`config.mk`:
```
export PLATFORM = sky130hd
export DESIGN_NAME = cce_exec
export DESIGN_NICKNAME = d
export VERILOG_FILES = /design/src/include/cce_pkg.sv /design/src/hw/cce_exec.sv
export VERILOG_INCLUDE_DIRS = /design/src /design/src/include
export SDC_FILE = /design/constraint.sdc
export NUM_CORES = 1
export LEC_CHECK = 0
export ABC_AREA = 1
export CORE_MARGIN = 2
export CORE_UTILIZATION = 50
export DETAILED_ROUTE_END_ITERATION = 10
export DONT_BUFFER_PORTS = 1
export PLACE_DENSITY = 0.66
export SKIP_LAST_GASP = 1
export SYNTH_ARGS = -nofsm -noshare
export SYNTH_HDL_FRONTEND = slang
export SYNTH_SLANG_ARGS = --single-unit
```
`constraint.sdc`:
```
create_clock -name sys_clk_i -period 1.3 [get_ports sys_clk_i]
set_clock_uncertainty 0.05 [all_clocks]
set_input_delay 0.065 -clock sys_clk_i [delete_from_list [all_inputs] [get_ports sys_clk_i]]
set_output_delay 0.065 -clock sys_clk_i [all_outputs]
set_load 0.01 [all_outputs]
```
`src/include/cce_defs.svh`:
```
`ifndef CCE_DEFS_SVH
`define CCE_DEFS_SVH

// ****************************************************************
// instruction word layout
// ****************************************************************
`define CCE_INSN_W 14
`define CCE_OPC_MSB 13
`define CCE_OPC_LSB 8
`define CCE_SEL_BIT 7
`define CCE_FADDR_MSB 6
`define CCE_OPC_CLEAR 6'h01
`define CCE_OPC_COMPLEMENT 6'h09
`define CCE_INSN_WATCHDOG_CLEAR 14'h0064

// ****************************************************************
// register port map and fields
// ****************************************************************
`define CCE_REG_AW 4
`define CCE_REG_WORK 4'h0
`define CCE_REG_STATUS 4'h4
`define CCE_REG_CTRL 4'h8
`define CCE_REG_COUNT 4'hC
`define CCE_ST_ZERO 0
`define CCE_ST_POWERDOWN 1
`define CCE_ST_TIMEOUT 2
`define CCE_CTRL_EXEC_EN 0

// ****************************************************************
// reset values and counter width
// ****************************************************************
`define CCE_RST_FLAG_N 1'b1
`define CCE_RST_ZERO_FLAG 1'b0
`define CCE_RST_EXEC_EN 1'b1
`define CCE_COUNT_W 8

`endif

```
`src/include/cce_pkg.sv`:
```
package cce_pkg;

  // ****************************************************************
  // four phases of one instruction cycle
  // ****************************************************************
  typedef enum logic [1:0] {
    q1_decode,
    q2_read,
    q3_process,
    q4_write
  } cce_phase_t;

  // ****************************************************************
  // operations handled by this block
  // ****************************************************************
  typedef enum logic [2:0] {
    op_none,
    clear_file_register_op,
    clear_accumulator_op,
    watchdog_clear_op,
    complement_file_op
  } cce_op_t;

endpackage : cce_pkg

```
`src/hw/cce_exec.sv`:
```
// Decided for this implementation: strobed register access and the register addresses.
`include "cce_defs.svh"

module cce_exec #(
  parameter int DATA_W = 8,
  parameter int ADDR_W = 7
) (
  // clock and reset
  input wire logic sys_clk_i,
  input wire logic rst_i,
  // instruction from fetch, held for the whole instruction cycle
  input wire logic [`CCE_INSN_W-1:0] instr_i,
  input wire logic instr_valid_i,
  // file register port
  output logic [ADDR_W-1:0] file_addr_o,
  output logic file_rd_o,
  input wire logic [DATA_W-1:0] file_rdata_i,
  output logic file_we_o,
  output logic [DATA_W-1:0] file_wdata_o,
  // watchdog and power events
  output logic watchdog_clr_o,
  output logic prescaler_clr_o,
  input wire logic timeout_evt_i,
  input wire logic sleep_evt_i,
  // core state
  output logic [DATA_W-1:0] w_o,
  output logic z_flag_o,
  output logic timeout_flag_n_o,
  output logic powerdown_flag_n_o,
  output logic insn_done_o,
  // register port
  input wire logic [`CCE_REG_AW-1:0] reg_addr_i,
  input wire logic [DATA_W-1:0] reg_wdata_i,
  input wire logic reg_wr_i,
  input wire logic reg_rd_i,
  output logic [DATA_W-1:0] reg_rdata_o
);

  // ****************************************************************
  // elaboration checks
  // ****************************************************************
  generate
    if ((DATA_W != 8) || (ADDR_W != `CCE_FADDR_MSB + 1))
    begin : g_bad_param
      $error("cce_exec: DATA_W must be 8, ADDR_W the file address width");
    end
  endgenerate

  // ****************************************************************
  // state
  // ****************************************************************
  cce_pkg::cce_phase_t phase;
  cce_pkg::cce_op_t op;
  cce_pkg::cce_op_t next_op;
  logic [`CCE_INSN_W-1:0] insn;
  logic [DATA_W-1:0] result;
  logic exec_en;
  logic [`CCE_COUNT_W-1:0] exec_count;
  logic q4_now;
  logic dest_file;

  assign q4_now = (phase == cce_pkg::q4_write);
  assign dest_file = insn[`CCE_SEL_BIT];

  // ****************************************************************
  // phase sequencer: one instruction cycle is four clocks
  // ****************************************************************
  always_ff @(posedge sys_clk_i)
  begin
    if (rst_i)
      phase <= cce_pkg::q1_decode;
    else
    begin
      case (phase)
        cce_pkg::q1_decode: phase <= cce_pkg::q2_read;
        cce_pkg::q2_read: phase <= cce_pkg::q3_process;
        cce_pkg::q3_process: phase <= cce_pkg::q4_write;
        default: phase <= cce_pkg::q1_decode;
      endcase
    end
  end

  // ****************************************************************
  // decode
  // ****************************************************************
  // anything outside the four handled encodings runs as a no-op here
  always_comb
  begin
    next_op = cce_pkg::op_none;
    if (instr_valid_i && exec_en)
    begin
      if (instr_i == `CCE_INSN_WATCHDOG_CLEAR)
        next_op = cce_pkg::watchdog_clear_op;
      else if (instr_i[`CCE_OPC_MSB:`CCE_OPC_LSB] == `CCE_OPC_CLEAR)
        next_op = instr_i[`CCE_SEL_BIT] ? cce_pkg::clear_file_register_op :
                  cce_pkg::clear_accumulator_op;
      else if (instr_i[`CCE_OPC_MSB:`CCE_OPC_LSB] == `CCE_OPC_COMPLEMENT)
        next_op = cce_pkg::complement_file_op;
    end
  end

  always_ff @(posedge sys_clk_i)
  begin
    if (rst_i)
    begin
      op <= cce_pkg::op_none;
      insn <= '0;
    end
    else if (phase == cce_pkg::q1_decode)
    begin
      op <= next_op;
      insn <= instr_i;
    end
  end

  // ****************************************************************
  // file read in q2, operand processing in q3
  // ****************************************************************
  // clear-accumulator raises neither file_rd_o nor file_we_o; file_addr_o still loads in q2
  always_ff @(posedge sys_clk_i)
  begin
    if (rst_i)
    begin
      file_rd_o <= 1'b0;
      file_addr_o <= '0;
    end
    else if (phase == cce_pkg::q2_read)
    begin
      file_rd_o <= (op == cce_pkg::clear_file_register_op) ||
                   (op == cce_pkg::complement_file_op);
      file_addr_o <= insn[ADDR_W-1:0];
    end
    else
      file_rd_o <= 1'b0;
  end

  always_ff @(posedge sys_clk_i)
  begin
    if (rst_i)
      result <= '0;
    else if (phase == cce_pkg::q3_process)
      result <= (op == cce_pkg::complement_file_op) ?
                ~file_rdata_i : '0;
  end

  // ****************************************************************
  // q4 write-back
  // ****************************************************************
  always_ff @(posedge sys_clk_i)
  begin
    if (rst_i)
    begin
      file_we_o <= 1'b0;
      file_wdata_o <= '0;
    end
    else
    begin
      file_we_o <= q4_now &&
                   ((op == cce_pkg::clear_file_register_op) ||
                    ((op == cce_pkg::complement_file_op) && dest_file));
      if (q4_now)
        file_wdata_o <= result;
    end
  end

  // hardware write-back wins over a bus write in the same clock
  always_ff @(posedge sys_clk_i)
  begin
    if (rst_i)
      w_o <= '0;
    else if (q4_now && (op == cce_pkg::clear_accumulator_op))
      w_o <= '0;
    else if (q4_now && (op == cce_pkg::complement_file_op) && !dest_file)
      w_o <= result;
    else if (reg_wr_i && (reg_addr_i == `CCE_REG_WORK))
      w_o <= reg_wdata_i;
  end

  always_ff @(posedge sys_clk_i)
  begin
    if (rst_i)
      z_flag_o <= `CCE_RST_ZERO_FLAG;
    else if (q4_now && ((op == cce_pkg::clear_file_register_op) ||
                        (op == cce_pkg::clear_accumulator_op)))
      z_flag_o <= 1'b1;
    else if (q4_now && (op == cce_pkg::complement_file_op))
      z_flag_o <= (result == '0);
    else if (reg_wr_i && (reg_addr_i == `CCE_REG_STATUS))
      z_flag_o <= reg_wdata_i[`CCE_ST_ZERO];
  end

  // ****************************************************************
  // watchdog clear and the active-low status flags
  // ****************************************************************
  always_ff @(posedge sys_clk_i)
  begin
    if (rst_i)
    begin
      watchdog_clr_o <= 1'b0;
      prescaler_clr_o <= 1'b0;
    end
    else
    begin
      watchdog_clr_o <= q4_now && (op == cce_pkg::watchdog_clear_op);
      prescaler_clr_o <= q4_now && (op == cce_pkg::watchdog_clear_op);
    end
  end

  // a time-out or sleep in the same clock beats the clear; no event is lost
  always_ff @(posedge sys_clk_i)
  begin
    if (rst_i)
      timeout_flag_n_o <= `CCE_RST_FLAG_N;
    else if (timeout_evt_i)
      timeout_flag_n_o <= 1'b0;
    else if (q4_now && (op == cce_pkg::watchdog_clear_op))
      timeout_flag_n_o <= 1'b1;
  end

  always_ff @(posedge sys_clk_i)
  begin
    if (rst_i)
      powerdown_flag_n_o <= `CCE_RST_FLAG_N;
    else if (sleep_evt_i)
      powerdown_flag_n_o <= 1'b0;
    else if (q4_now && (op == cce_pkg::watchdog_clear_op))
      powerdown_flag_n_o <= 1'b1;
  end

  // ****************************************************************
  // completion and execution counter
  // ****************************************************************
  always_ff @(posedge sys_clk_i)
  begin
    if (rst_i)
      insn_done_o <= 1'b0;
    else
      insn_done_o <= q4_now && (op != cce_pkg::op_none);
  end

  // counter wraps; a bus write to it clears it unless an instruction completes in the same clock
  always_ff @(posedge sys_clk_i)
  begin
    if (rst_i)
      exec_count <= '0;
    else if (q4_now && (op != cce_pkg::op_none))
      exec_count <= exec_count + `CCE_COUNT_W'(1);
    else if (reg_wr_i && (reg_addr_i == `CCE_REG_COUNT))
      exec_count <= '0;
  end

  // ****************************************************************
  // register port
  // ****************************************************************
  always_ff @(posedge sys_clk_i)
  begin
    if (rst_i)
      exec_en <= `CCE_RST_EXEC_EN;
    else if (reg_wr_i && (reg_addr_i == `CCE_REG_CTRL))
      exec_en <= reg_wdata_i[`CCE_CTRL_EXEC_EN];
  end

  // read data stand only in the cycle after the strobe
  always_ff @(posedge sys_clk_i)
  begin
    if (rst_i || !reg_rd_i)
      reg_rdata_o <= '0;
    else if (reg_addr_i == `CCE_REG_WORK)
      reg_rdata_o <= w_o;
    else if (reg_addr_i == `CCE_REG_STATUS)
    begin
      reg_rdata_o <= '0;
      reg_rdata_o[`CCE_ST_ZERO] <= z_flag_o;
      reg_rdata_o[`CCE_ST_POWERDOWN] <= powerdown_flag_n_o;
      reg_rdata_o[`CCE_ST_TIMEOUT] <= timeout_flag_n_o;
    end
    else if (reg_addr_i == `CCE_REG_CTRL)
    begin
      reg_rdata_o <= '0;
      reg_rdata_o[`CCE_CTRL_EXEC_EN] <= exec_en;
    end
    else if (reg_addr_i == `CCE_REG_COUNT)
      reg_rdata_o <= exec_count;
    else
      reg_rdata_o <= '0;
  end
endmodule : cce_exec

```
==> results of run 1 <==
==> routing by layer <==
layer / share of wire / global-route usage
met1: 0.42 / 0.292
met2: 0.49 / 0.372
met3: 0.077 / 0.0615
met4: 0.0079 / 0.0800
met5: 0 / 0
==> layout by cell type, fill, tap and decap left out, types with 9 or more instances in the layout <==
cell / instances
buf_4: 17
nor2_1: 50
dfxtp_1: 62
a21oi_1: 35
dlygate4sd3_1: 26
nand2_1: 61
inv_1: 37
o21ai_0: 28
nand3_1: 23
o21ai_1: 16
nand2_2: 12
clkbuf_8: 9
==> final timing paths <==
path,cells past startpoint,startpoint,endpoint
setup / recovery,5,op[1],result[4]
hold / removal,1,rst_i,op[2]
setup reg to reg,5,op[1],result[4]
hold reg to reg,2,insn[0],file_addr_o[0]
==> metrics by stage <==
stage / cells / util
floorplan: 412 / -
global placement: 498 / 0.551
detailed placement: 498 / 0.551
CTS: 541 / 0.638
global route: 542 / 0.668
finish: 542 / 0.668
==> cells by family (layout without fill, tap and decap cells) <==
family / Yosys count / after routing / share of synthesized area
adder cells (fa/ha/maj): 6 / 6 / 0.0248
buffers and inverters: 64 / 118 / 0.0885
AO/OA/AOI/OAI: 93 / 93 / 0.161
AND/OR/NAND/NOR: 181 / 182 / 0.276
flip-flops: 68 / 68 / 0.450
==> synthesized netlist by cell type, types with 2 or more instances <==
master	count	share of area
nor3_1	3	0.0050
nand3_1	25	0.041
nand2_1	72	0.089
inv_1	44	0.055
buf_6	2	0.0074
buf_1	2	0.0025
ha_1	6	0.025
inv_2	7	0.0087
a21oi_1	41	0.068
nor2_4	2	0.0074
nand4_1	8	0.017
dfxtp_1	68	0.45
nor2_1	52	0.065
a31o_2	2	0.0058
buf_4	2	0.0050
o21ai_0	45	0.074
clkbuf_1	5	0.0062
nand2_2	6	0.012
or2_1	8	0.017
==> timing repair <==
action | CTS | global route
setup buffers | 0 | 1
pin swaps | 1 | 20
endpoints found under the setup margin | 35 | 42
cloned | 0 | 1
hold endpoints to repair | 51 | 18
gates resized for setup | 9 | 70
==> sequential cells by signal (all words and copies together) (netlist names), 2 cells and up <==
signal        cells
file_wdata_o      8
op                3
phase             2
reg_rdata_o       8
w_o               8
file_addr_o       7
exec_count        8
insn              8
result            8
==> worst max-delay path, cell delays in order (launching register included) <==
cell and delay, ns:
dfxtp_2 0.34, nor2_4 0.24, nand2_4 0.12, buf_6 0.14, or2_1 0.22, a21oi_2 0.15
==> report_power, final <==
group | total (mW) | internal [mW] | switching (mW)
logic | 1.67 | 0.707 | 0.960
registers | 2.82 | 2.49 | 0.339
clock network | 1.86 | 1.08 | 0.774
==> final cells by class <==
| class | count | area (um^2) | area share |
|---|---|---|---|
| multi-input cells | 281 | 1560 | 0.395 |
| flip-flops and latches | 68 | 1370 | 0.349 |
| clock buffers | 12 | 135 | 0.0344 |
| clock inverters | 4 | 73.8 | 0.0188 |
| well taps | 75 | 93.8 | 0.0239 |
| inverters | 52 | 219 | 0.0557 |
| repair buffers | 50 | 484 | 0.123 |
==> metrics.cfg, run 1 <==
[clocking]
numClockSinks = 68
clk_path_buf_depth = 2
worstSkewPairLatency_ns = 0.34
cts_htree_levels = 3
cts_tree = yes
hold_buffers = 27
cts_buffers = 9
cts_root_buffer = clkbuf_8
clkSlewWorstSetupHoldPaths_ns = 0.07

[setup_path]
crit_arrival_ns = 1.54
critPathLaunchType = flip-flop
path_class = reg -> reg
r2r_slack_ns = -0.02
crit_fanout = 5
required_ns = 1.52
cp-end-kind = flip-flop

[synth]
syn_nets = 459
ys_seq_elements = 68
synth_top_flop_cell = dfxtp_1
ys_seq_area_frac = 0.450
yosysUniqueCellTypes = 31
yosys_warnings = 0
syn_area_per_cell_um2 = 7.34
syn_area_mm2 = 0.00302
synth_edf_count = 0
synthArstFlopShare = 0
synthCells = 412

[placement]
dpl_cell_area_mm2 = 0.00325
io_buffer_count = 0
gp_congestion = 0.871
pre_cts_ws_ns = -0.187
hpwl_um = 5220

[final_layout]
diodes = 0
area_growth_pct = 30.0
nets = 509
fill_cells = 506
final_layout_size_suffix_gt1_frac = 0.214
stdcell_area_mm2 = 0.00393

[route]
vias = 2863
avgViaCountPerCell = 5.28
ant_nets = 0
routed_wl_um = 7830
drtPass1Iterations = 5
drt_iter0_drc = 110
drcViolationCount = 0
post_drt_wl_per_cell_um = 14.4

[power]
leakagePower_nw = 1.64
powerDensity_mw_per_mm2 = 1610
power_mw = 6.35
vdd.ir_drop.worst_v = 0.00112

[worst_hold_path]
min_path_type = in -> reg

[sta]
hold_viol = 18
timing.fmax_ghz = 0.757
fin_tns_setup_ns = -0.0369
finalCritPeriodShare = 1.02
relSlewSlack = 0.794
slew_viol_final = 0
worst_pin_slew_ns = 0.308
setup_viol = 3
grt_setup_unrepaired = yes
period_minus_slack_ns = 1.32
hold_slack_ns = -0.276
final.setup.worst_slack_ns = -0.0212

[floorplan]
num_rows = 28
die_y_um = 81.8
io_pins = 80
start_util = 0.514
die-area_mm2 = 0.00669
core_mm2 = 0.00589
die_w_um = 81.8

[global_route]
antenna_found_initial = 0
grt_pass1_wl_um = 11600
grt_pass1_vias = 2547
grt_max_degree = 33
grt.overflow.total = 0
grt_usage = 0.229

[flow_run]
maxCapViolCount = 0

[run_status]
status = finished, violations left
violations = hold timing, setup timing

(Power assumes the default switching activity.)
==> run 2, diff against run 1 <==
SETUP_SLACK_MARGIN = 0.5   (was not set)
TNS_END_PERCENT = 5   (was not set)
==> run 2 against run 1 <==
The flow finishes with violations (hold timing). First-iteration DRC count grew 11%. Clock power shrank 15%. Combinational power shrank 20%. Register-to-register slack gained 0.08 ns. Critical path depth grew 1. Largest power group unchanged.
==> metrics.cfg, run 2 (synthesis results as in run 1) <==
[placement]
io_buffer_count = 0  ; unchanged
place_inst = 491  ; was 498
dpl_cell_area_mm2 = 0.00323  ; was 0.00325 mm^2
pre_cts_ws_ns = -0.0396  ; was -0.187 ns
gp_congestion = 0.773  ; was 0.871
hpwl_um = 5080  ; was 5220 um

[final_layout]
fin_util = 0.633  ; was 0.668
final_cells = 530  ; was 542
final_common_cell = nand2_1  ; was dfxtp_1
stdcell_area_mm2 = 0.00372  ; was 0.00393 mm^2
diodes = 0  ; unchanged
final_layout_size_suffix_gt1_frac = 0.163  ; was 0.214
area_growth_pct = 23.1  ; was 30.0%
nets = 499  ; was 509
fill_cells = 542  ; was 506
mostFrequentLayoutCells = nand2_1, dfxtp_1, nor2_1, inv_1, o21ai_0  ; was dfxtp_1, nand2_1, nor2_1, inv_1, a21oi_1

[global_route]
grt_busiest_layer = met2  ; unchanged
grt.overflow.total = 0  ; unchanged
grt_util_met1 = 0.270  ; was 0.292
grt_pass1_vias = 2511  ; was 2547
antenna_found_initial = 0  ; unchanged
grt_pass1_wl_um = 11300  ; was 11600 um
grt_util_met3 = 0.0868  ; was 0.0615
grt.met2_usage = 0.372  ; unchanged
grt_usage = 0.224  ; was 0.229
grt_max_degree = 39  ; was 33

[clocking]
cts_root_buffer = clkbuf_8  ; unchanged
clk_path_buf_depth = 2  ; unchanged
cts_tree = yes  ; unchanged
worstSkewPairLatency_ns = 0.34  ; about the same
hold_buffers = 24  ; was 27
clkSlewWorstSetupHoldPaths_ns = 0.07  ; about the same
numClockSinks = 68  ; unchanged
cts_buffers = 9  ; unchanged
cts_htree_levels = 3  ; unchanged

[setup_path]
critPathLaunchType = flip-flop  ; unchanged
slowest_delay_ns = 0.36  ; was 0.34 ns
path_class = reg -> reg  ; unchanged
required_ns = 1.52  ; about the same
crit_fanout = 6  ; was 5
path_buf_inv = 2  ; was 1
crit_chain = inv_1 > ha_4 > nand3_1 > inv_1 > nand4_1 > a21oi_1  ; was nor2_4 > nand2_4 > buf_6 > or2_1 > a21oi_2
crit_arrival_ns = 1.46  ; was 1.54 ns
critPathSlowestCell = dfxtp_4  ; was dfxtp_2
cp-end-kind = flip-flop  ; unchanged
crit_top_cell = inv_1
cp_top_family = flip-flops  ; was simple AND/OR/NAND/NOR gates

[sta]
fin_tns_setup_ns = 0  ; was -0.0369 ns
setup_viol = 0  ; was 3
relSlewSlack = 0.696  ; was 0.794
finalCritPeriodShare = 0.954  ; was 1.02
hold_slack_ns = -0.270  ; was -0.276 ns
final.setup.worst_slack_ns = 0.0599  ; was -0.0212 ns
grt_setup_unrepaired = yes  ; unchanged
hold_viol = 26  ; was 18
slew_viol_final = 0  ; unchanged
period_minus_slack_ns = 1.24  ; was 1.32 ns
worst_pin_slew_ns = 0.454  ; was 0.308 ns
timing.fmax_ghz = 0.806  ; was 0.757 GHz

[route]
drtPass1Iterations = 4  ; was 5
ant_nets = 0  ; unchanged
drt_iter0_drc = 122  ; was 110
avgViaCountPerCell = 5.22  ; was 5.28
drcViolationCount = 0  ; unchanged
post_drt_wl_per_cell_um = 13.7  ; was 14.4 um
routed_wl_um = 7270  ; was 7830 um
vias = 2769  ; was 2863

[power]
seqPwrFrac = 0.492  ; was 0.445
internal_power_mw = 3.86  ; was 4.28 mW
power_mw = 5.76  ; was 6.35 mW
switching_share = 0.330  ; was 0.326
netSwitchingPower_mw = 1.90  ; was 2.07 mW
vdd.ir_drop.worst_v = 0.000970  ; was 0.00112 V
p_clk_frac = 0.276  ; was 0.293
powerDensity_mw_per_mm2 = 1550  ; was 1610 mW/mm^2
comb_power_share = 0.232  ; was 0.263
leakagePower_nw = 1.54  ; was 1.64 nW

[worst_hold_path]
min_path_type = in -> reg  ; unchanged

[floorplan]
core_mm2 = 0.00589  ; unchanged
die_w_um = 81.8  ; unchanged
die_y_um = 81.8  ; unchanged
num_rows = 28  ; unchanged
io_pins = 80  ; unchanged
start_util = 0.514  ; unchanged
die-area_mm2 = 0.00669  ; unchanged

[run_status]
violations = hold timing  ; was hold timing, setup timing
status = finished, violations left  ; unchanged

[flow_run]
maxCapViolCount = 0  ; unchanged

[run 2: final timing paths]
path                               startpoint            end  slack (ns)  cells past startpoint
worst min-delay path                    rst_i          op[2]       -0.27                      1
worst max-delay path                 phase[0]          op[2]        0.06                      6
worst min register to register  exec_count[0]  exec_count[0]        0.43                      1
worst max register to register       phase[0]          op[2]        0.06                      6
[run 2: layer usage]
| metal | routed length (um) | vias to the layer above |
|---|---|---|
| met5 | 0 | - |
| met4 | 83 | 0 |
| met3 | 557 | 7 |
| met2 | 3410 | 76 |
| met1 | 3220 | 1267 |
| li1 | - | 1419 |
[run 2: cell type report]
class / instances / area, um^2 / share of cell area
Inverter: 52 / 199 / 0.0534
Timing Repair Buffer: 41 / 397 / 0.107
Clock inverter: 1 / 7.51 / 0.00202
Tap cell: 75 / 93.8 / 0.0252
Multi-Input combinational cell: 280 / 1480 / 0.399
Sequential cell: 68 / 1370 / 0.369
Clock buffer: 13 / 169 / 0.0454
[run 2: what timing repair did]
action,in CTS,in global routing
hold endpoints to repair,51,25
setup buffers,1,0
setup endpoints to repair,101,107
resized for setup,10,12
pin swaps,6,5
cloned,0,0
[run 2: power groups by stage]
| stage | registers (mW) | logic (mW) | clock network, mW |
|---|---|---|---|
| after floorplan | 2.77 | 0.876 | 0 |
| after global placement | 2.83 | 1.13 | 0 |
| after detailed placement | 2.85 | 1.16 | 0 |
| after CTS | 2.83 | 1.27 | 1.60 |
| after global routing | 2.89 | 1.52 | 1.71 |
| final | 2.84 | 1.34 | 1.59 |
==> run 3, diff against run 2 <==
--- a/config.mk
+++ b/config.mk
@@ -15,3 +15,2 @@
 export SETUP_SLACK_MARGIN = 0.5
-export SKIP_LAST_GASP = 1
 export SYNTH_ARGS = -nofsm -noshare
==> constraint.sdc (replaced) <==
create_clock -name sys_clk_i -period 1.3 [get_ports sys_clk_i]
set_clock_uncertainty 0.05 [all_clocks]
set_input_delay 0 -clock sys_clk_i [delete_from_list [all_inputs] [get_ports sys_clk_i]]
set_output_delay 0 -clock sys_clk_i [all_outputs]
set_load 0.01 [all_outputs]
==> run 3 against run 2 <==
The flow still finishes with violations (hold timing). Register-to-register slack about the same. Maximum frequency down 0.49%. Clock power about the same. Non-clock buffer count up 1. Design area up 4.4%. Die area unchanged. Global-route usage down 0.093 points. First-iteration DRC count down 16%. Final cell count up 0.19%. Sequential power up 1%. Routed wire length up 2.2%.
==> metrics.cfg, run 3 (synthesis results as in run 1) <==
[setup_path]
path_buf_inv = 2  ; unchanged
critPathLaunchType = flip-flop  ; unchanged
crit_top_cell = nand3_1  ; was inv_1
crit_chain = ha_4 > nand4_4 > buf_12 > nand3_1 > nand3_1 > nand2_1 > inv_1  ; was inv_1 > ha_4 > nand3_1 > inv_1 > nand4_1 > a21oi_1
crit_fanout = 13  ; was 6
required_ns = 1.49  ; was 1.52 ns
cp-end-kind = flip-flop  ; unchanged
cp_num_cells = 7  ; was 6
critPathSlowestCell = dfxtp_4  ; unchanged
path_class = reg -> reg  ; unchanged
worstRegToRegCells = 7  ; was 6
cp_top_family = flip-flops  ; unchanged
slowest_delay_ns = 0.38  ; was 0.36 ns
crit_arrival_ns = 1.44  ; was 1.46 ns

[route]
drtPass1Iterations = 4  ; unchanged
post_drt_wl_per_cell_um = 14.0  ; was 13.7 um
drcViolationCount = 0  ; unchanged
ant_nets = 0  ; unchanged
avgViaCountPerCell = 5.26  ; was 5.22
routed_wl_um = 7430  ; was 7270 um
drt_iter0_drc = 102  ; was 122
vias = 2794  ; was 2769

[global_route]
grt_pass1_wl_um = 11300  ; about the same
grt.overflow.total = 0  ; unchanged
grt_max_degree = 39  ; unchanged
antenna_found_initial = 0  ; unchanged
grt_usage = 0.223  ; was 0.224
grt_pass1_vias = 2510  ; was 2511

[clocking]
hold_buffers = 25  ; was 24
cts_htree_levels = 3  ; unchanged
clkSlewWorstSetupHoldPaths_ns = 0.07  ; about the same
cts_buffers = 9  ; unchanged
clk_path_buf_depth = 2  ; unchanged
cts_tree = yes  ; unchanged
cts_root_buffer = clkbuf_8  ; unchanged
numClockSinks = 68  ; unchanged
worstSkewPairLatency_ns = 0.34  ; about the same

[sta]
grt_setup_unrepaired = yes  ; unchanged
timing.fmax_ghz = 0.802  ; was 0.806 GHz
relSlewSlack = 0.699  ; was 0.696
slew_viol_final = 0  ; unchanged
period_minus_slack_ns = 1.25  ; was 1.24 ns
fin_tns_setup_ns = 0  ; unchanged
setup_viol = 0  ; unchanged
final.setup.worst_slack_ns = 0.0538  ; was 0.0599 ns
hold_viol = 31  ; was 26
hold_slack_ns = -0.338  ; was -0.270 ns
worst_pin_slew_ns = 0.450  ; was 0.454 ns
finalCritPeriodShare = 0.959  ; was 0.954

[placement]
gp_congestion = 0.773  ; unchanged
hpwl_um = 5080  ; unchanged
pre_cts_ws_ns = -0.0396  ; unchanged
io_buffer_count = 0  ; unchanged

[floorplan]
io_pins = 80  ; unchanged
core_mm2 = 0.00589  ; unchanged
start_util = 0.514  ; unchanged
die_y_um = 81.8  ; unchanged
die-area_mm2 = 0.00669  ; unchanged
die_w_um = 81.8  ; unchanged
num_rows = 28  ; unchanged

[final_layout]
final_layout_size_suffix_gt1_frac = 0.272  ; was 0.163
area_growth_pct = 28.5  ; was 23.1%
mostFrequentLayoutCells = nand2_1, nor2_1, inv_1, a21oi_1, dfxtp_1  ; was nand2_1, dfxtp_1, nor2_1, inv_1, o21ai_0
fill_cells = 503  ; was 542
multi_input_area_mm2 = 0.00158  ; was 0.00148 mm^2
seq_area_mm2 = 0.00142  ; was 0.00137 mm^2
diodes = 0  ; unchanged
fin_util = 0.661  ; was 0.633
final_common_cell = nand2_1  ; unchanged
nets = 500  ; was 499

[flow_run]
maxCapViolCount = 0  ; unchanged

[power]
leakagePower_nw = 1.60  ; was 1.54 nW
powerDensity_mw_per_mm2 = 1520  ; was 1550 mW/mm^2
power_mw = 5.91  ; was 5.76 mW
vdd.ir_drop.worst_v = 0.000994  ; was 0.000970 V

[worst_hold_path]
min_path_cells = 1  ; unchanged
min_path_type = in -> reg  ; unchanged

[run_status]
status = finished, violations left  ; unchanged
violations = hold timing  ; unchanged

-- run 3: cell count changes in the layout (fill, tap and decap cells not counted), moves of 4 or more --
cell     change
o21ai_2      +5
dfxtp_1     -29
o21ai_0     -20
o21ai_1     +15
nand3_1      -4
dfxtp_2     +26
nand2_1      -4
-- run 3: final timing paths --
check	from	to	slack, ns
worst max-delay path	phase[0]	w_o[4]	0.05
worst max register to register	phase[0]	w_o[4]	0.05
worst min-delay path	rst_i	op[2]	-0.34
worst min register to register	exec_count[0]	exec_count[0]	0.43
-- run 3: repair_timing --
| action | CTS | global route |
|---|---|---|
| endpoints found under the setup margin | 76 | 97 |
| pin swaps | 6 | 18 |
| endpoints found under the hold margin | 51 | 28 |
| setup buffers | 1 | 0 |
| gates resized for setup | 10 | 94 |
-- run 3: through the flow --
stage          cell area [um^2]  hold slack, ns  cells
6_report                   3890          -0.338    531
5_1_grt                    3890          -0.355    531
4_1_cts                    3700          -0.349    531
3_5_place_dp               3230          0.0216    491
3_3_place_gp               3230          0.0190    491
2_1_floorplan              3060          0.0614    412
-- run 3: area by class of cell --
type                            count  area share
Sequential cell                    68       0.365
Multi-Input combinational cell    280       0.406
Inverter                           52      0.0537
Timing Repair Buffer               42       0.107
Clock inverter                      1     0.00193
Clock buffer                       13      0.0435
Tap cell                           75      0.0241
-- run 3: worst reg2reg max path: cells and delay by family, from the launching register on --
family	cells	cell delay (ns)
flops	1	0.38
buf+inv	2	0.21
simple gates	4	0.32
fa+ha+maj	1	0.19
-- run 3: metal layers --
metal,global-route usage,share of wire
met5,0,0
met4,0.0683,0.014
met3,0.0879,0.080
met1,0.268,0.42
met2,0.366,0.48
-- run 3: power by group --
group          internal [mW]  total, mW  switching [mW]
combinational          0.590       1.44           0.849
clock                  0.829       1.59           0.758
sequential              2.52       2.88           0.365
